**config.mk**
```make
export PLATFORM = sky130hd
export DESIGN_NAME = pxbm_bridge
export DESIGN_NICKNAME = d
export VERILOG_FILES = /design/src/verilog/pxbm_pkg.sv /design/src/verilog/pxbm_bridge.sv
export SDC_FILE = /design/constraint.sdc
export NUM_CORES = 1
export LEC_CHECK = 0
export ABC_AREA = 1
export BUFFER_PORTS_ARGS = -buffer_cell sky130_fd_sc_hd__buf_2
export CORE_AREA = 2 2 157 159
export DETAILED_ROUTE_END_ITERATION = 8
export DIE_AREA = 0 0 159 161
export PLACE_DENSITY = 0.7
export SLEW_MARGIN = 40
export SYNTH_ARGS = -nofsm -noshare
export SYNTH_HDL_FRONTEND = slang
export SYNTH_SLANG_ARGS = --single-unit
```
**constraint.sdc**
```tcl
create_clock -name sys_clk -period 14.5 [get_ports sys_clk]
set_input_delay 2.175 -clock sys_clk [delete_from_list [all_inputs] [get_ports sys_clk]]
set_output_delay 2.175 -clock sys_clk [all_outputs]
set_load 0.1 [all_outputs]
```
**src/verilog/pxbm_pkg.sv**
```systemverilog
// package for the pci-x to packet link bridge mapping block
// assumes one clock domain; shared by the bridge and its bench
package pxbm_pkg;
    // ****************************************
    // transaction and packet kinds
    // ****************************************
    typedef enum logic [2:0] {
        PXBM_TX_PMW = 3'h0,
        PXBM_TX_SWR = 3'h1,
        PXBM_TX_SRR = 3'h2,
        PXBM_TX_IWC = 3'h3,
        PXBM_TX_IRC = 3'h4,
        PXBM_TX_SWC = 3'h5,
        PXBM_TX_SRC = 3'h6,
        PXBM_TX_DIM = 3'h7
    } pxbm_tx_t;

    typedef enum logic [1:0] {
        PXBM_PK_WRSZ = 2'h0,
        PXBM_PK_RDSZ = 2'h1,
        PXBM_PK_DONE = 2'h2,
        PXBM_PK_RDRSP = 2'h3
    } pxbm_pk_t;

    typedef enum logic [1:0] {
        PXBM_ST_IDLE = 2'h0,
        PXBM_ST_DIM1 = 2'h1,
        PXBM_ST_DIMD = 2'h2
    } pxbm_st_t;

    // ****************************************
    // register map (ahb-lite, byte addresses)
    // ****************************************
    localparam logic [7:0] PXBM_A_CTRL   = 8'h00;
    localparam logic [7:0] PXBM_A_STATUS = 8'h04;
    localparam logic [7:0] PXBM_A_SEQID  = 8'h08;
    localparam logic [7:0] PXBM_A_BUFCNT = 8'h0c;
    localparam int PXBM_B_PERE  = 0;
    localparam int PXBM_B_DERE  = 1;
    localparam int PXBM_B_INORD = 2;
    localparam int PXBM_B_CLRPW = 3;
    localparam logic [3:0] PXBM_CTRL_RST = 4'h0;
    localparam logic [3:0] PXBM_SEQ_ZERO = 4'h0;

    // ****************************************
    // message fragmenting
    // ****************************************
    localparam int PXBM_FRAG_BYTES = 128;
    localparam int PXBM_DW_BYTES   = 4;
    localparam int PXBM_FRAG_DW    = PXBM_FRAG_BYTES / PXBM_DW_BYTES;
    localparam logic [1:0] PXBM_HTRANS_NONSEQ = 2'h2;
endpackage

```
**src/verilog/pxbm_bridge.sv**
```systemverilog
// pci-x to packet link request/completion mapper with ordering gate
// assumes an upstream decoder presenting one transaction at a time
// with a valid/ready handshake, and a link sink with ready back-pressure
// Operation
// relaxed posted write may be passed by later writes, completions
// posted write maps to posted sized write, flags from attributes
// split write request maps to nonposted sized write, pass_posted_writes_flag 0, coherent 1
// split read maps to sized read, resp flag from relaxed ordering
// immediate write completion gives done response, pass_posted_writes_flag 1, parity error flag
// immediate read completion copies original resp flag, parity error flag
// split completions map to done or read response, errors from message
// first message packet carries the header fields
// middle message packets keep chain set, last packet clears it
// only message classes 0 and 1 are mapped
// messages cut into 128 byte fragments at disconnect boundaries (here frag_dw_q only counts and wraps; no packet is cut)
// sequence id is zero unless in-order bursts are wanted
// in-order read beats share a non-zero sequence id
// discontiguous byte enables may be split into several transactions
// relaxed posted write pieces any order, other pieces ascending
// configuration and io requests split at every doubleword
// response buffer reserved before any link request is sent
// data error flag set on parity or mode 2 ecc error
// split write with data error dropped when parity response enabled
// split write completion parity flag needs link error enable
// done response pass_posted_writes_flag cleared in certain ordering situations
// requests never pass posted writes; completions only pass relaxed ones (here only strict writes block, and only requests and read completions)
module pxbm_bridge
    import pxbm_pkg::*;
#(
    parameter int RSP_BUFS = 4,
    parameter int PW_MAX   = 8
) (
    input  wire logic        sys_clk,
    input  wire logic        reset,
    // ahb-lite slave
    input  wire logic        hsel,
    input  wire logic [7:0]  haddr,
    input  wire logic [1:0]  htrans,
    input  wire logic        hwrite,
    input  wire logic [2:0]  hsize,
    input  wire logic [31:0] hwdata,
    input  wire logic        hready,
    output logic             hreadyout,
    output logic             hresp,
    output logic [31:0]      hrdata,
    // pci-x side transaction
    input  wire logic        tx_valid,
    output logic             tx_ready,
    input  wire pxbm_tx_t    tx_kind,
    input  wire logic        tx_relaxed,
    input  wire logic        tx_no_snoop,
    input  wire logic        tx_parity_err,
    input  wire logic        tx_ecc_err,
    input  wire logic        tx_mode2,
    input  wire logic        tx_cfg_io,
    input  wire logic        tx_orig_resp_pass,
    input  wire logic        tx_cmpl_err,
    input  wire logic        tx_last,
    input  wire logic        tx_msg_class,
    input  wire logic        tx_route_type,
    input  wire logic        tx_silent_drop,
    input  wire logic        tx_init_req,
    input  wire logic [11:0] tx_byte_count,
    input  wire logic [15:0] tx_requester_id,
    input  wire logic [63:0] tx_addr,
    input  wire logic [63:0] tx_data,
    input  wire logic [3:0]  tx_byte_en,
    // response buffer release from the link side
    input  wire logic        rsp_release,
    // link packet out
    output logic             pk_valid,
    input  wire logic        pk_ready,
    output pxbm_pk_t         pk_kind,
    output logic             pk_posted,
    output logic             pass_posted_writes_flag,
    output logic             response_pass_posted_flag,
    output logic             pk_coherent,
    output logic             data_error_flag,
    output logic             pk_chain,
    output logic [3:0]       pk_seq_id,
    output logic [63:0]      pk_addr,
    output logic [63:0]      pk_data,
    output logic [3:0]       pk_byte_en
);
    // ****************************************
    // register bus
    // ****************************************
    logic [3:0]  ctrl_q;
    logic [3:0]  seq_q;
    logic        ap_wr_q;
    logic [7:0]  ap_addr_q;
    logic [2:0]  buf_used_q;
    logic [3:0]  pw_strict_q;
    logic [7:0]  drop_cnt_q;
    logic [7:0]  split_cnt_q;
    logic [31:0] rdata_mux;
    wire ap_take = hsel && hready && htrans == PXBM_HTRANS_NONSEQ;

    // zero wait state slave; unmapped reads as zero, always okay
    assign hreadyout = 1'b1;
    assign hresp     = 1'b0;
    // read data loads at the address phase so it stands at the data-phase edge
    assign rdata_mux = (haddr == PXBM_A_CTRL)   ? {28'h0, ctrl_q} :
                       (haddr == PXBM_A_STATUS) ? {16'h0, split_cnt_q, drop_cnt_q} :
                       (haddr == PXBM_A_SEQID)  ? {28'h0, seq_q} :
                       (haddr == PXBM_A_BUFCNT) ? {25'h0, pw_strict_q, buf_used_q} :
                       32'h0;

    // address phase capture, write data lands in data phase
    always_ff @(posedge sys_clk or posedge reset) begin
        if (reset) begin
            ap_wr_q   <= 1'b0;
            ap_addr_q <= 8'h0;
            ctrl_q    <= PXBM_CTRL_RST;
            seq_q     <= PXBM_SEQ_ZERO;
            hrdata    <= 32'h0;
        end else begin
            ap_wr_q <= ap_take && hwrite;
            if (ap_take) ap_addr_q <= haddr;
            if (ap_take && !hwrite) hrdata <= rdata_mux;
            if (ap_wr_q && ap_addr_q == PXBM_A_CTRL) ctrl_q <= hwdata[3:0];
            if (ap_wr_q && ap_addr_q == PXBM_A_SEQID) seq_q <= hwdata[3:0];
        end
    end

    // ****************************************
    // ordering and reservation
    // ****************************************
    wire pere  = ctrl_q[PXBM_B_PERE];
    wire dere  = ctrl_q[PXBM_B_DERE];
    wire inord = ctrl_q[PXBM_B_INORD];
    wire clrpw = ctrl_q[PXBM_B_CLRPW];
    wire is_req   = tx_kind == PXBM_TX_SWR || tx_kind == PXBM_TX_SRR;
    wire is_rc    = tx_kind == PXBM_TX_IRC || tx_kind == PXBM_TX_SRC;
    wire is_wc    = tx_kind == PXBM_TX_IWC || tx_kind == PXBM_TX_SWC;
    wire any_err  = tx_parity_err || (tx_mode2 && tx_ecc_err);
    wire buf_full = buf_used_q == 3'(RSP_BUFS);
    // strict posted writes still unsent block requests and read completions
    wire pw_block = (is_req || is_rc) && pw_strict_q != 4'h0;
    wire dropping = tx_kind == PXBM_TX_SWR && pere && any_err;
    wire cls_ok   = tx_kind != PXBM_TX_DIM || !tx_msg_class || tx_msg_class;
    wire need_buf = is_req && !dropping;
    wire go       = tx_valid && !pw_block && !(need_buf && buf_full) && cls_ok;

    // ****************************************
    // splitting (single-byte pieces, ascending)
    // ****************************************
    logic [3:0] be_left_q;
    logic       splitting_q;
    logic [6:0] frag_dw_q;
    pxbm_st_t   st_q;
    // discontiguous enables go out one byte per piece, lowest first, except for config/io requests and messages
    wire discontig = (tx_byte_en == 4'h5) || (tx_byte_en == 4'h9) ||
                     (tx_byte_en == 4'ha) || (tx_byte_en == 4'hb) ||
                     (tx_byte_en == 4'hd);
    wire [3:0] be_src  = splitting_q ? be_left_q : tx_byte_en;
    wire [3:0] low_bit = be_src & (~be_src + 4'h1); // ascending pieces
    wire       do_split = discontig && !tx_cfg_io && tx_kind != PXBM_TX_DIM;
    wire [3:0] piece_be = do_split ? low_bit : tx_byte_en;
    wire [3:0] be_rest  = be_src & ~low_bit;
    wire       last_piece = !do_split || be_rest == 4'h0;
    wire       emit = go && !dropping && (!pk_valid || pk_ready);
    wire       frag_end = frag_dw_q == 7'(PXBM_FRAG_DW - 1);

    // input consumed when the last piece leaves or the request is dropped
    assign tx_ready = (go && dropping) || (emit && last_piece);

    // buffer count and strict write tracker
    always_ff @(posedge sys_clk or posedge reset) begin
        if (reset) begin
            buf_used_q  <= 3'h0;
            pw_strict_q <= 4'h0;
            drop_cnt_q  <= 8'h0;
            split_cnt_q <= 8'h0;
            be_left_q   <= 4'h0;
            splitting_q <= 1'b0;
        end else begin
            buf_used_q <= buf_used_q + 3'(need_buf && tx_ready)
                          - 3'(rsp_release && buf_used_q != 3'h0);
            // a strict write counts until accepted by the link
            pw_strict_q <= pw_strict_q
                + 4'(tx_kind == PXBM_TX_PMW && !tx_relaxed && tx_valid && tx_ready
                     && pw_strict_q != 4'(PW_MAX))
                - 4'(pk_valid && pk_ready && pk_kind == PXBM_PK_WRSZ && pk_posted
                     && !pass_posted_writes_flag && pw_strict_q != 4'h0);
            if (go && dropping) drop_cnt_q <= drop_cnt_q + 8'h1;
            if (emit && do_split) split_cnt_q <= split_cnt_q + 8'h1;
            if (emit && do_split && !last_piece) begin
                be_left_q   <= be_rest;
                splitting_q <= 1'b1;
            end else if (emit) begin
                splitting_q <= 1'b0;
            end
        end
    end

    // device id message phase and fragment counter
    always_ff @(posedge sys_clk or posedge reset) begin
        if (reset) begin
            st_q      <= PXBM_ST_IDLE;
            frag_dw_q <= 7'h0;
        end else if (emit && tx_kind == PXBM_TX_DIM) begin
            st_q      <= tx_last ? PXBM_ST_IDLE : PXBM_ST_DIMD;
            frag_dw_q <= (frag_end || st_q == PXBM_ST_IDLE) ? 7'h0 : frag_dw_q + 7'h1;
        end
    end

    // ****************************************
    // packet build
    // ****************************************
    pxbm_pk_t  k_d;
    logic      posted_d;
    logic      ppw_d;
    logic      rpp_d;
    logic      coh_d;
    logic      derr_d;
    logic      chain_d;
    logic [63:0] addr_d;
    logic [63:0] data_d;
    wire dim_first = st_q == PXBM_ST_IDLE;

    always_comb begin
        k_d = PXBM_PK_WRSZ;
        posted_d = 1'b0;
        ppw_d = 1'b0;
        rpp_d = 1'b0;
        coh_d = !tx_no_snoop;
        derr_d = any_err;
        chain_d = 1'b0;
        addr_d = tx_addr;
        data_d = tx_data;
        unique case (tx_kind)
            PXBM_TX_PMW: begin
                posted_d = 1'b1;
                ppw_d = tx_relaxed;
            end
            PXBM_TX_SWR: begin
                coh_d = 1'b1;
            end
            PXBM_TX_SRR: begin
                k_d = PXBM_PK_RDSZ;
                rpp_d = tx_relaxed;
            end
            PXBM_TX_IWC: begin
                k_d = PXBM_PK_DONE;
                ppw_d = !clrpw;
            end
            PXBM_TX_IRC: begin
                k_d = PXBM_PK_RDRSP;
                ppw_d = tx_orig_resp_pass;
            end
            PXBM_TX_SWC: begin
                k_d = PXBM_PK_DONE;
                ppw_d = !clrpw;
                derr_d = tx_cmpl_err || (dere && any_err);
            end
            PXBM_TX_SRC: begin
                k_d = PXBM_PK_RDRSP;
                ppw_d = tx_orig_resp_pass;
                derr_d = tx_cmpl_err;
            end
            PXBM_TX_DIM: begin
                posted_d = 1'b1;
                ppw_d = tx_relaxed;
                chain_d = !tx_last;
                if (dim_first) begin
                    addr_d[5:2] = {tx_msg_class, tx_route_type,
                                   tx_silent_drop, tx_init_req};
                    addr_d[27:24] = tx_byte_count[11:8];
                    data_d[15:0] = tx_requester_id;
                    data_d[23:16] = tx_byte_count[7:0];
                    data_d[31:24] = tx_addr[7:0];
                    data_d[63:32] = tx_addr[63:32];
                    chain_d = 1'b1;
                end
            end
        endcase
    end

    // output stage; held until the link takes it
    always_ff @(posedge sys_clk or posedge reset) begin
        if (reset) begin
            pk_valid <= 1'b0;
            pk_kind <= PXBM_PK_WRSZ;
            pk_posted <= 1'b0;
            pass_posted_writes_flag <= 1'b0;
            response_pass_posted_flag <= 1'b0;
            pk_coherent <= 1'b0;
            data_error_flag <= 1'b0;
            pk_chain <= 1'b0;
            pk_seq_id <= 4'h0;
            pk_addr <= 64'h0;
            pk_data <= 64'h0;
            pk_byte_en <= 4'h0;
        end else if (emit) begin
            pk_valid <= 1'b1;
            pk_kind <= k_d;
            pk_posted <= posted_d;
            pass_posted_writes_flag <= ppw_d;
            response_pass_posted_flag <= rpp_d;
            pk_coherent <= coh_d;
            data_error_flag <= derr_d;
            pk_chain <= chain_d;
            // in-order bursts only for reads, software guarantees one target
            pk_seq_id <= (inord && tx_kind == PXBM_TX_SRR) ? seq_q : PXBM_SEQ_ZERO;
            pk_addr <= addr_d;
            pk_data <= data_d;
            pk_byte_en <= piece_be;
        end else if (pk_ready) begin
            pk_valid <= 1'b0;
        end
    end

    // ****************************************
    // checks
    // ****************************************
    a_req_no_pass: assert property (@(posedge sys_clk) disable iff (reset)
        (tx_valid && is_req && pw_strict_q != 4'h0) |-> !tx_ready)
        else $error("request passed strict posted write");
    a_swr_coherent: assert property (@(posedge sys_clk) disable iff (reset)
        (emit && tx_kind == PXBM_TX_SWR) |=> (pk_coherent && !pk_posted
                                             && !pass_posted_writes_flag))
        else $error("split write flags wrong");
    a_srr_resp: assert property (@(posedge sys_clk) disable iff (reset)
        (emit && tx_kind == PXBM_TX_SRR) |=> response_pass_posted_flag == $past(tx_relaxed))
        else $error("read resp flag wrong");
    a_pmw_flags: assert property (@(posedge sys_clk) disable iff (reset)
        (emit && tx_kind == PXBM_TX_PMW) |=> (pk_posted
            && pass_posted_writes_flag == $past(tx_relaxed)
            && pk_coherent == !$past(tx_no_snoop)))
        else $error("posted write flags wrong");
    a_drop_swr: assert property (@(posedge sys_clk) disable iff (reset)
        (tx_valid && tx_kind == PXBM_TX_SWR && pere && any_err) |-> !emit)
        else $error("bad split write forwarded");
    a_buf_reserve: assert property (@(posedge sys_clk) disable iff (reset)
        (tx_valid && is_req && buf_full) |-> !emit)
        else $error("request without buffer");
    a_seq_zero: assert property (@(posedge sys_clk) disable iff (reset)
        (emit && !inord) |=> pk_seq_id == PXBM_SEQ_ZERO)
        else $error("nonzero sequence id");
    a_dim_chain: assert property (@(posedge sys_clk) disable iff (reset)
        (emit && tx_kind == PXBM_TX_DIM && tx_last && !dim_first) |=> !pk_chain)
        else $error("last message packet chained");
endmodule

```
Word level (Yosys, flattened, before mapping)
Cells that the tools add are included.
{"block": "word_totals", "in_bits": 229, "ff_bits": 224}
{"block": "classes", "muxes": 26, "n_eq_ne": 20, "reduce_logical": 78, "add_sub_neg": 7, "bitwise_logic": 4}
{"op": "$mux W64", "count": 2}
{"op": "$logic_and A1 B1 Y1", "count": 37}
{"op": "$mux W16", "count": 2}
{"op": "$mux W4", "count": 7}
{"op": "$eq A8 B4 Y1 const B", "count": 3}
{"op": "$add A8 B1 Y8 const B", "count": 2}
{"op": "$eq A4 B4 Y1 const B", "count": 4}
{"op": "$logic_not A8 Y1", "count": 2}
{"op": "$eq A3 B3 Y1 const B", "count": 5}
{"op": "$logic_not A1 Y1", "count": 14}
{"op": "$logic_or A1 B1 Y1", "count": 14}
{"op": "$mux W7", "count": 2}
{"op": "$mux W1", "count": 9}
{"op": "$and A4 B4 Y4", "count": 2}
{"op": "$eq A8 B3 Y1 const B", "count": 1}
{"op": "$not A4 Y4", "count": 2}
{"op": "$eq A3 B2 Y1 const B", "count": 2}
{"op": "$pmux W2 S3", "count": 1}
{"op": "$reduce_or A2 Y1", "count": 3}
{"op": "$add A4 B1 Y4", "count": 1}
{"op": "$add A4 B1 Y4 const B", "count": 1}
{"op": "$eq A4 B3 Y1 const B", "count": 1}
{"op": "$logic_not A2 Y1", "count": 2}
{"op": "$logic_not A4 Y1", "count": 1}
{"op": "14 further kinds", "count": 15}

Logic depth before layout (Yosys ltp)
Gate-level depths: netlist (run 1).
{"block": "logic_depth", "word_depth": 17, "mapped_depth": 16, "mapped_depth_nobuf": 16}

Least setup slack after synthesis (run 1)
OpenSTA, ideal clock, no wires.
{"block": "synth_path", "path_type": "input port to output port", "start": "in tx_kind[1]", "end": "out tx_ready", "setup_slack_ns": 8.502, "required_ns": 12.325, "arrival_ns": 3.823, "path_stages": 8, "path_buffers": 1, "path_cell_list": "inv_2 nand2_1 nor2_1 nand3_1 nand3_2 nand4_2 buf_6 o21ai_2"}
{"block": "synth_via", "elab_chain_cells": 13}
{"item": "start, declared", "line_no": "pxbm_bridge.sv:49", "text": "input wire pxbm_tx_t tx_kind,"}
{"item": "$eq A3 B1 Y1", "line_no": "pxbm_bridge.sv:133, pxbm_bridge.sv:140"}
{"item": "$logic_and A1 B1 Y1 (2 in a row)", "line_no": "pxbm_bridge.sv:140", "text": "wire dropping = tx_kind == PXBM_TX_SWR && pere && any_err;"}
{"item": "$logic_not A1 Y1", "line_no": "pxbm_bridge.sv:142, pxbm_bridge.sv:162"}
{"item": "$logic_and A1 B1 Y1", "line_no": "pxbm_bridge.sv:142", "text": "wire need_buf = is_req && !dropping;"}
{"item": "$logic_and A1 B1 Y1", "line_no": "pxbm_bridge.sv:143", "text": "wire go = tx_valid && !pw_block && !(need_buf && buf_full) && cls_ok;"}
{"item": "$logic_not A1 Y1", "line_no": "pxbm_bridge.sv:143"}
{"item": "$logic_and A1 B1 Y1 (2 in a row)", "line_no": "pxbm_bridge.sv:143"}
{"item": "$logic_and A1 B1 Y1 (2 in a row)", "line_no": "pxbm_bridge.sv:162", "text": "wire emit = go && !dropping && (!pk_valid || pk_ready);"}
{"item": "$logic_and A1 B1 Y1", "line_no": "pxbm_bridge.sv:166", "text": "assign tx_ready = (go && dropping) || (emit && last_piece);"}
{"item": "$logic_or A1 B1 Y1 (*)", "line_no": "pxbm_bridge.sv:166"}
{"item": "end, declared", "line_no": "pxbm_bridge.sv:48", "text": "output logic tx_ready,"}
Every way passes the cells marked *; elsewhere a longest branch is shown, timed or not.

Worst setup path after layout (run 1)
Ends and elaborated chain as after synthesis.

==> results of run 1 <==
-- sequential cells by signal, summed over array words and instances, names as in the netlist, 2 cells and up --
name / count
pk_byte_en: 4
pk_addr: 64
ctrl_q: 4
split_cnt_q: 8
pw_strict_q: 4
seq_q: 4
buf_used_q: 3
hrdata: 16
pk_kind: 2
pk_data: 64
be_left_q: 3
drop_cnt_q: 8
ap_addr_q: 8
pk_seq_id: 4
-- final cells by class --
type,instances,area share [%]
inverter,139,4.27
tap,324,3.24
sequential,206,41.2
antenna,3,0.0599
multi-input combinational,830,30.0
clock inverter,10,1.06
timing repair buffer,365,14.8
clock buffer,31,5.40
-- kinds of logic (layout without fill, tap and decap cells) --
| group | after synthesis | count (layout) |
|---|---|---|
| AO/OA/AOI/OAI | 205 | 205 |
| XOR/XNOR | 16 | 16 |
| adder cells (fa/ha/maj) | 12 | 12 |
| buffers and inverters | 208 | 545 |
| flip-flops | 206 | 206 |
| other | 2 | 21 |
| AND/OR/NAND/NOR | 579 | 579 |
-- cells in the final DEF, fill, tap and decap left out, types with 13 or more instances in the layout --
| master | count |
|---|---|
| nand2_1 | 497 |
| buf_2 | 359 |
| dfrtp_1 | 206 |
| inv_1 | 134 |
| o21ai_0 | 102 |
| o21ai_1 | 79 |
| nand3_1 | 28 |
| nor2_1 | 23 |
| clkbuf_16 | 23 |
| conb_1 | 18 |
| xor2_1 | 13 |
-- stage by stage --
| step | std cells | cell area [µm²] | hold WS [ps] | utilization, % |
|---|---|---|---|---|
| 2_1_floorplan | 1244 | 9880 | 442 | - |
| 3_3_place_gp | 1864 | 11700 | 455 | 48.8 |
| 3_5_place_dp | 1864 | 11700 | 460 | 48.8 |
| 4_1_cts | 1905 | 12500 | 477 | 52.2 |
| 5_1_grt | 1908 | 12500 | 491 | 52.3 |
| 6_report | 1908 | 12500 | 474 | 52.3 |
-- worst register-to-register path: cells and delay by family (launching register included) --
kind                     cells  cell delay (ps)
AO/OA/AOI/OAI                2              640
XOR/XNOR                     2              340
adder cells (fa/ha/maj)      4             1020
buffers and inverters        2              160
flip-flops                   1              360
AND/OR/NAND/NOR              3              700
-- per-layer routing --
metal  vias to the layer above  track usage (%)  wire length (µm)
met5                         -                0                 0
met4                         0             7.15               806
met3                        51             3.34              1720
met2                       312             33.8             12700
met1                      4043             28.6             12400
li1                       4472                -                 -
-- worst paths after layout --
kind | start | endpoint | cells after the start
worst max-delay path | tx_kind[1] | tx_ready | 9
worst min-delay path | pk_addr[19] | pk_addr[19] | 2
worst max register to register | pw_strict_q[2] | buf_used_q[2] | 13
worst min register to register | pk_addr[19] | pk_addr[19] | 2
max in group asynchronous | reset | split_cnt_q[4] | 3
min in group asynchronous | reset | pk_data[7] | 2
==> flow_metrics.tcl, run 1 <==
set metrics [dict create \
    layout_setup_ws_ps 7920 \
    cts_buffer_depth 3 \
    io_buffers 359 \
    crit_family "simple AND/OR/NAND/NOR gates" \
    drc 0 \
    skew_ps 9.03 \
    hold_class "flip-flop to flip-flop" \
    synth_area_per_cell_um2 8.00 \
    finalSetupTns_ps 0 \
    rsz0062_at_grt "false" \
    crit_fanout 42 \
    synth_compound_area_share_pct 10.9 \
    final.min_clock_period_ps 6580 \
    initialDrtViolationCount 557 \
    synth_top_area_cell "dfrtp_1" \
    area_growth_pct 27.5 \
    worst-path-buf-inv 3 \
    synthDistinctLibCells 37 \
    synth_edf_count 0 \
    netlist_instances 1228 \
    fillCellCount 2284 \
    async_flop_share_pct 100 \
    slew_headroom_pct 46.5 \
    synth-seq-area-share_pct 52.5 \
    status "finished clean" \
    seq_area_mm2 0.00515 \
    die_area_mm2 0.0256 \
    cp_cell_sequence "buf_2 -> inv_2 -> nand2_1 -> nor2_1 -> nand3_1 -> nand3_2 -> nand4_4 -> o21ai_2 -> buf_2" \
    grt_pass1_wl_um 43700 \
    synth_common_cells "nand2_1, dfrtp_1, inv_1, o21ai_0, o21ai_1" \
    wl_um 27600 \
    viasPerCell 4.65 \
    root_buffer "clkbuf_16" \
    ff2ff_setup_slack_ps 11180 \
    io_pins 409 \
    tritoncts "yes" \
    htreeDepth 1 \
    drv_cap 0 \
    clkLatencyLatePin_ps 500 \
    place_hpwl_um 19700 \
    layout.nets 1806 \
    synth_mux_area_share_pct 0 \
    drtPass1Iterations 4 \
    dp_slack_ps 7870 \
    grtUsageTotal_pct 20.8 \
    startpoint_type "input pin" \
    cts_resized 0 \
    path_class "input pin to output pin" \
    coreArea_mm2 0.0240 \
    start_util_pct 41.0 \
    yosys_most_used_dff "dfrtp_1" \
    ant_nets 0 \
    worst_pin_slew_ps 802 \
    ctsHoldBuffers 0 \
    antenna_found_initial 3 \
    die_h_um 161 \
    synth_seq_cells 206 \
    fmax_ghz 0.152 \
    required_ps 12320 \
    final_max_slew_viol_count 0 \
    cp_common_cell "buf_2" \
    synth_area_mm2 0.00982 \
    numCtsBuffers 23 \
    yosysWarningCount 0 \
    fin_crit_sh_pct 45.4 \
    yosysMostFrequentCell "nand2_1" \
    multi_input_area_mm2 0.00376 \
    synth_area_leaders "dfrtp_1, nand2_1, o21ai_0" \
    gp_congestion 0.866 \
    drive_above_1_share_pct 26.8 \
    synth_top_family_by_area "simple AND/OR/NAND/NOR gates" \
    die_w_um 159 \
    cts_setup_buffers 0 \
    cp_slowest_cell "nand4_4" \
    max_stage_delay_ps 520 \
    fp-row-count 57 \
    synth_xor_area_share_pct 1.43 \
    finalHoldViolCount 0 \
    grt_pass1_vias 8413 \
    setup_violations 0 \
    post_drt_wl_per_cell_um 14.5 \
    critPathArrivalTime_ps 4410 \
    cts.sinks 206 \
    vias 8878 \
    overflow 0 \
    synthSimpleGateAreaFrac_pct 23.4 \
    synth_adder_area_share_pct 1.68 \
    grt_max_degree 132 \
    yosysTopAreaCellShare_pct 52.5 \
    clkTransAtPathRegs_ps 60 \
    worstSetupEndpointType "output pin" \
]
Power of run 1 is left out: the tool's default activity adds up to more than one toggle a clock period on the data nets, which glitch-free logic cannot reach.
==> inputs of run 2 (changes only) <==
Settings changed: PLACE_DENSITY 0.7 to 0.73.
Clock period 14.5 ns to 5.6 ns, I/O delays scaled along.
==> run 2 against run 1 <==
  * Wire length decreased by 2.3%
  * Via count increased by 1.0%
  * Non-clock buffer count increased by 2
  * Global-route usage decreased by 0.11 points
  * Sequential share of layout area decreased by 0.057 points
  * Utilization increased by 0.073 points
  * Register-to-register slack got worse by 8400 ps
  * Final cell count increased by 0.10%
  * Design area increased by 0.14%
  * First-iteration DRC count increased by 16%
  * Critical path depth increased by 2
  * Critical path type unchanged
  * Critical endpoint unchanged
  * Largest cell class unchanged
==> flow_metrics.tcl, run 2 (synthesis gave the netlist of run 1 again) <==
set metrics [dict create \
    overflow 0 \
    fmax_ghz 0.285 \
    die_area_mm2 0.0256 \
    numCtsBuffers 24 \
    wl_um 27000 \
    clkLatencyLatePin_ps 510 \
    critPathLaunch "tx_kind[1]" \
    globalRouteMet2Util_pct 33.7 \
    die_h_um 161 \
    cts_setup_buffers 0 \
    crit_family "simple AND/OR/NAND/NOR gates" \
    drc 0 \
    drv_cap 0 \
    final.min_clock_period_ps 3510 \
    drtPass1Iterations 5 \
    root_buffer "clkbuf_16" \
    fin_crit_sh_pct 62.7 \
    use_met1_pct 28.1 \
    final_max_slew_viol_count 0 \
    startpoint_type "input pin" \
    grt_max_degree 153 \
    largestRegisters "pk_addr (64), pk_data (64), hrdata (16)" \
    finalHoldViolCount 0 \
    io_pins 409 \
    grt_pass1_vias 8642 \
    grt_pass1_wl_um 43700 \
    start_util_pct 41.0 \
    cts.sinks 206 \
    initialDrtViolationCount 648 \
    gp_congestion 0.867 \
    worst_pin_slew_ps 658 \
    post_drt_wl_per_cell_um 14.1 \
    cp_cell_sequence "buf_2 -> inv_2 -> nand2_1 -> nor2_1 -> nand3_1 -> nand3_2 -> inv_1 -> nor2_4 -> nand2_2 -> o21ai_2 -> buf_2" \
    cts_resized 0 \
    die_w_um 159 \
    layout_commonest_cell "nand2_1" \
    viasPerCell 4.70 \
    mostFrequentLayoutCells "nand2_1, buf_2, dfrtp_1, inv_1, o21ai_0" \
    slew_headroom_pct 56.2 \
    finalSetupTns_ps 0 \
    vias 8969 \
    path_class "input pin to output pin" \
    status "finished clean" \
    cp_slowest_cell "buf_2" \
    place_hpwl_um 19600 \
    worstSetupEndpointType "output pin" \
    drive_above_1_share_pct 26.8 \
    cp_common_cell "buf_2" \
    crit_fanout 9 \
    ant_nets 0 \
    grtUsageTotal_pct 20.7 \
    htreeDepth 1 \
    area_growth_pct 27.7 \
    hold_class "input pin to asynchronous set/reset pin" \
    io_buffers 359 \
    grt_use_met3_pct 4.29 \
    clkTransAtPathRegs_ps 60 \
    setup_violations 0 \
    worst-path-buf-inv 4 \
    fp-row-count 57 \
    required_ps 4760 \
    antenna_found_initial 1 \
    critPathArrivalTime_ps 2670 \
    grt.busiest_layer "met2" \
    ctsHoldBuffers 0 \
    skew_ps 11.7 \
    rsz0062_at_grt "false" \
    coreArea_mm2 0.0240 \
    max_stage_delay_ps 470 \
    cts_buffer_depth 3 \
    tritoncts "yes" \
    r2r-start "pw_strict_q[2]" \
    layout.nets 1809 \
]
run 2: worst paths after layout:
check,to,cells past startpoint,slack [ps]
max in group asynchronous,pk_data[42],3,4230
min in group sys_clk,pk_data[44],2,470
setup reg to reg,buf_used_q[2],15,2750
hold reg to reg,pk_data[44],2,470
setup / recovery,tx_ready,11,2090
hold / removal,pk_data[20],2,380
run 2: per-layer routing:
layer | vias up | share of wire, %
met5 | - | 0
met4 | 0 | 2.7
met3 | 59 | 7.7
met2 | 329 | 46
met1 | 4083 | 43
li1 | 4498 | -
run 2: metrics by stage:
step / hold WS (ps) / utilization, % / std cells / worst slack, ps / instance area [µm²]
after floorplan: 442 / - / 1244 / 1710 / 9880
after global placement: 455 / 48.9 / 1864 / 2010 / 11700
after detailed placement: 459 / 49.1 / 1866 / 2000 / 11800
after CTS: 363 / 52.3 / 1909 / 2090 / 12500
after global routing: 393 / 52.3 / 1910 / 1890 / 12500
final: 375 / 52.3 / 1910 / 2090 / 12500
run 2: final cells by class:
class                      count  area, µm²
inverter                     139        526
timing repair buffer         367       1920
clock inverter                10       91.3
clock buffer                  33        686
fill                        2304      11400
tap                          324        405
multi-input combinational    830       3760
sequential                   206       5150
antenna                        1       2.50
run 2: worst register-to-register path, delay by kind of cell, from the launching register on:
family | cells | cell delay (ps)
fa+ha+maj | 4 | 1010
compound gates | 1 | 150
buf+inv | 2 | 170
simple gates | 6 | 730
flops | 1 | 360
xor+xnor | 2 | 350
Power of run 2 is left out for the same reason.
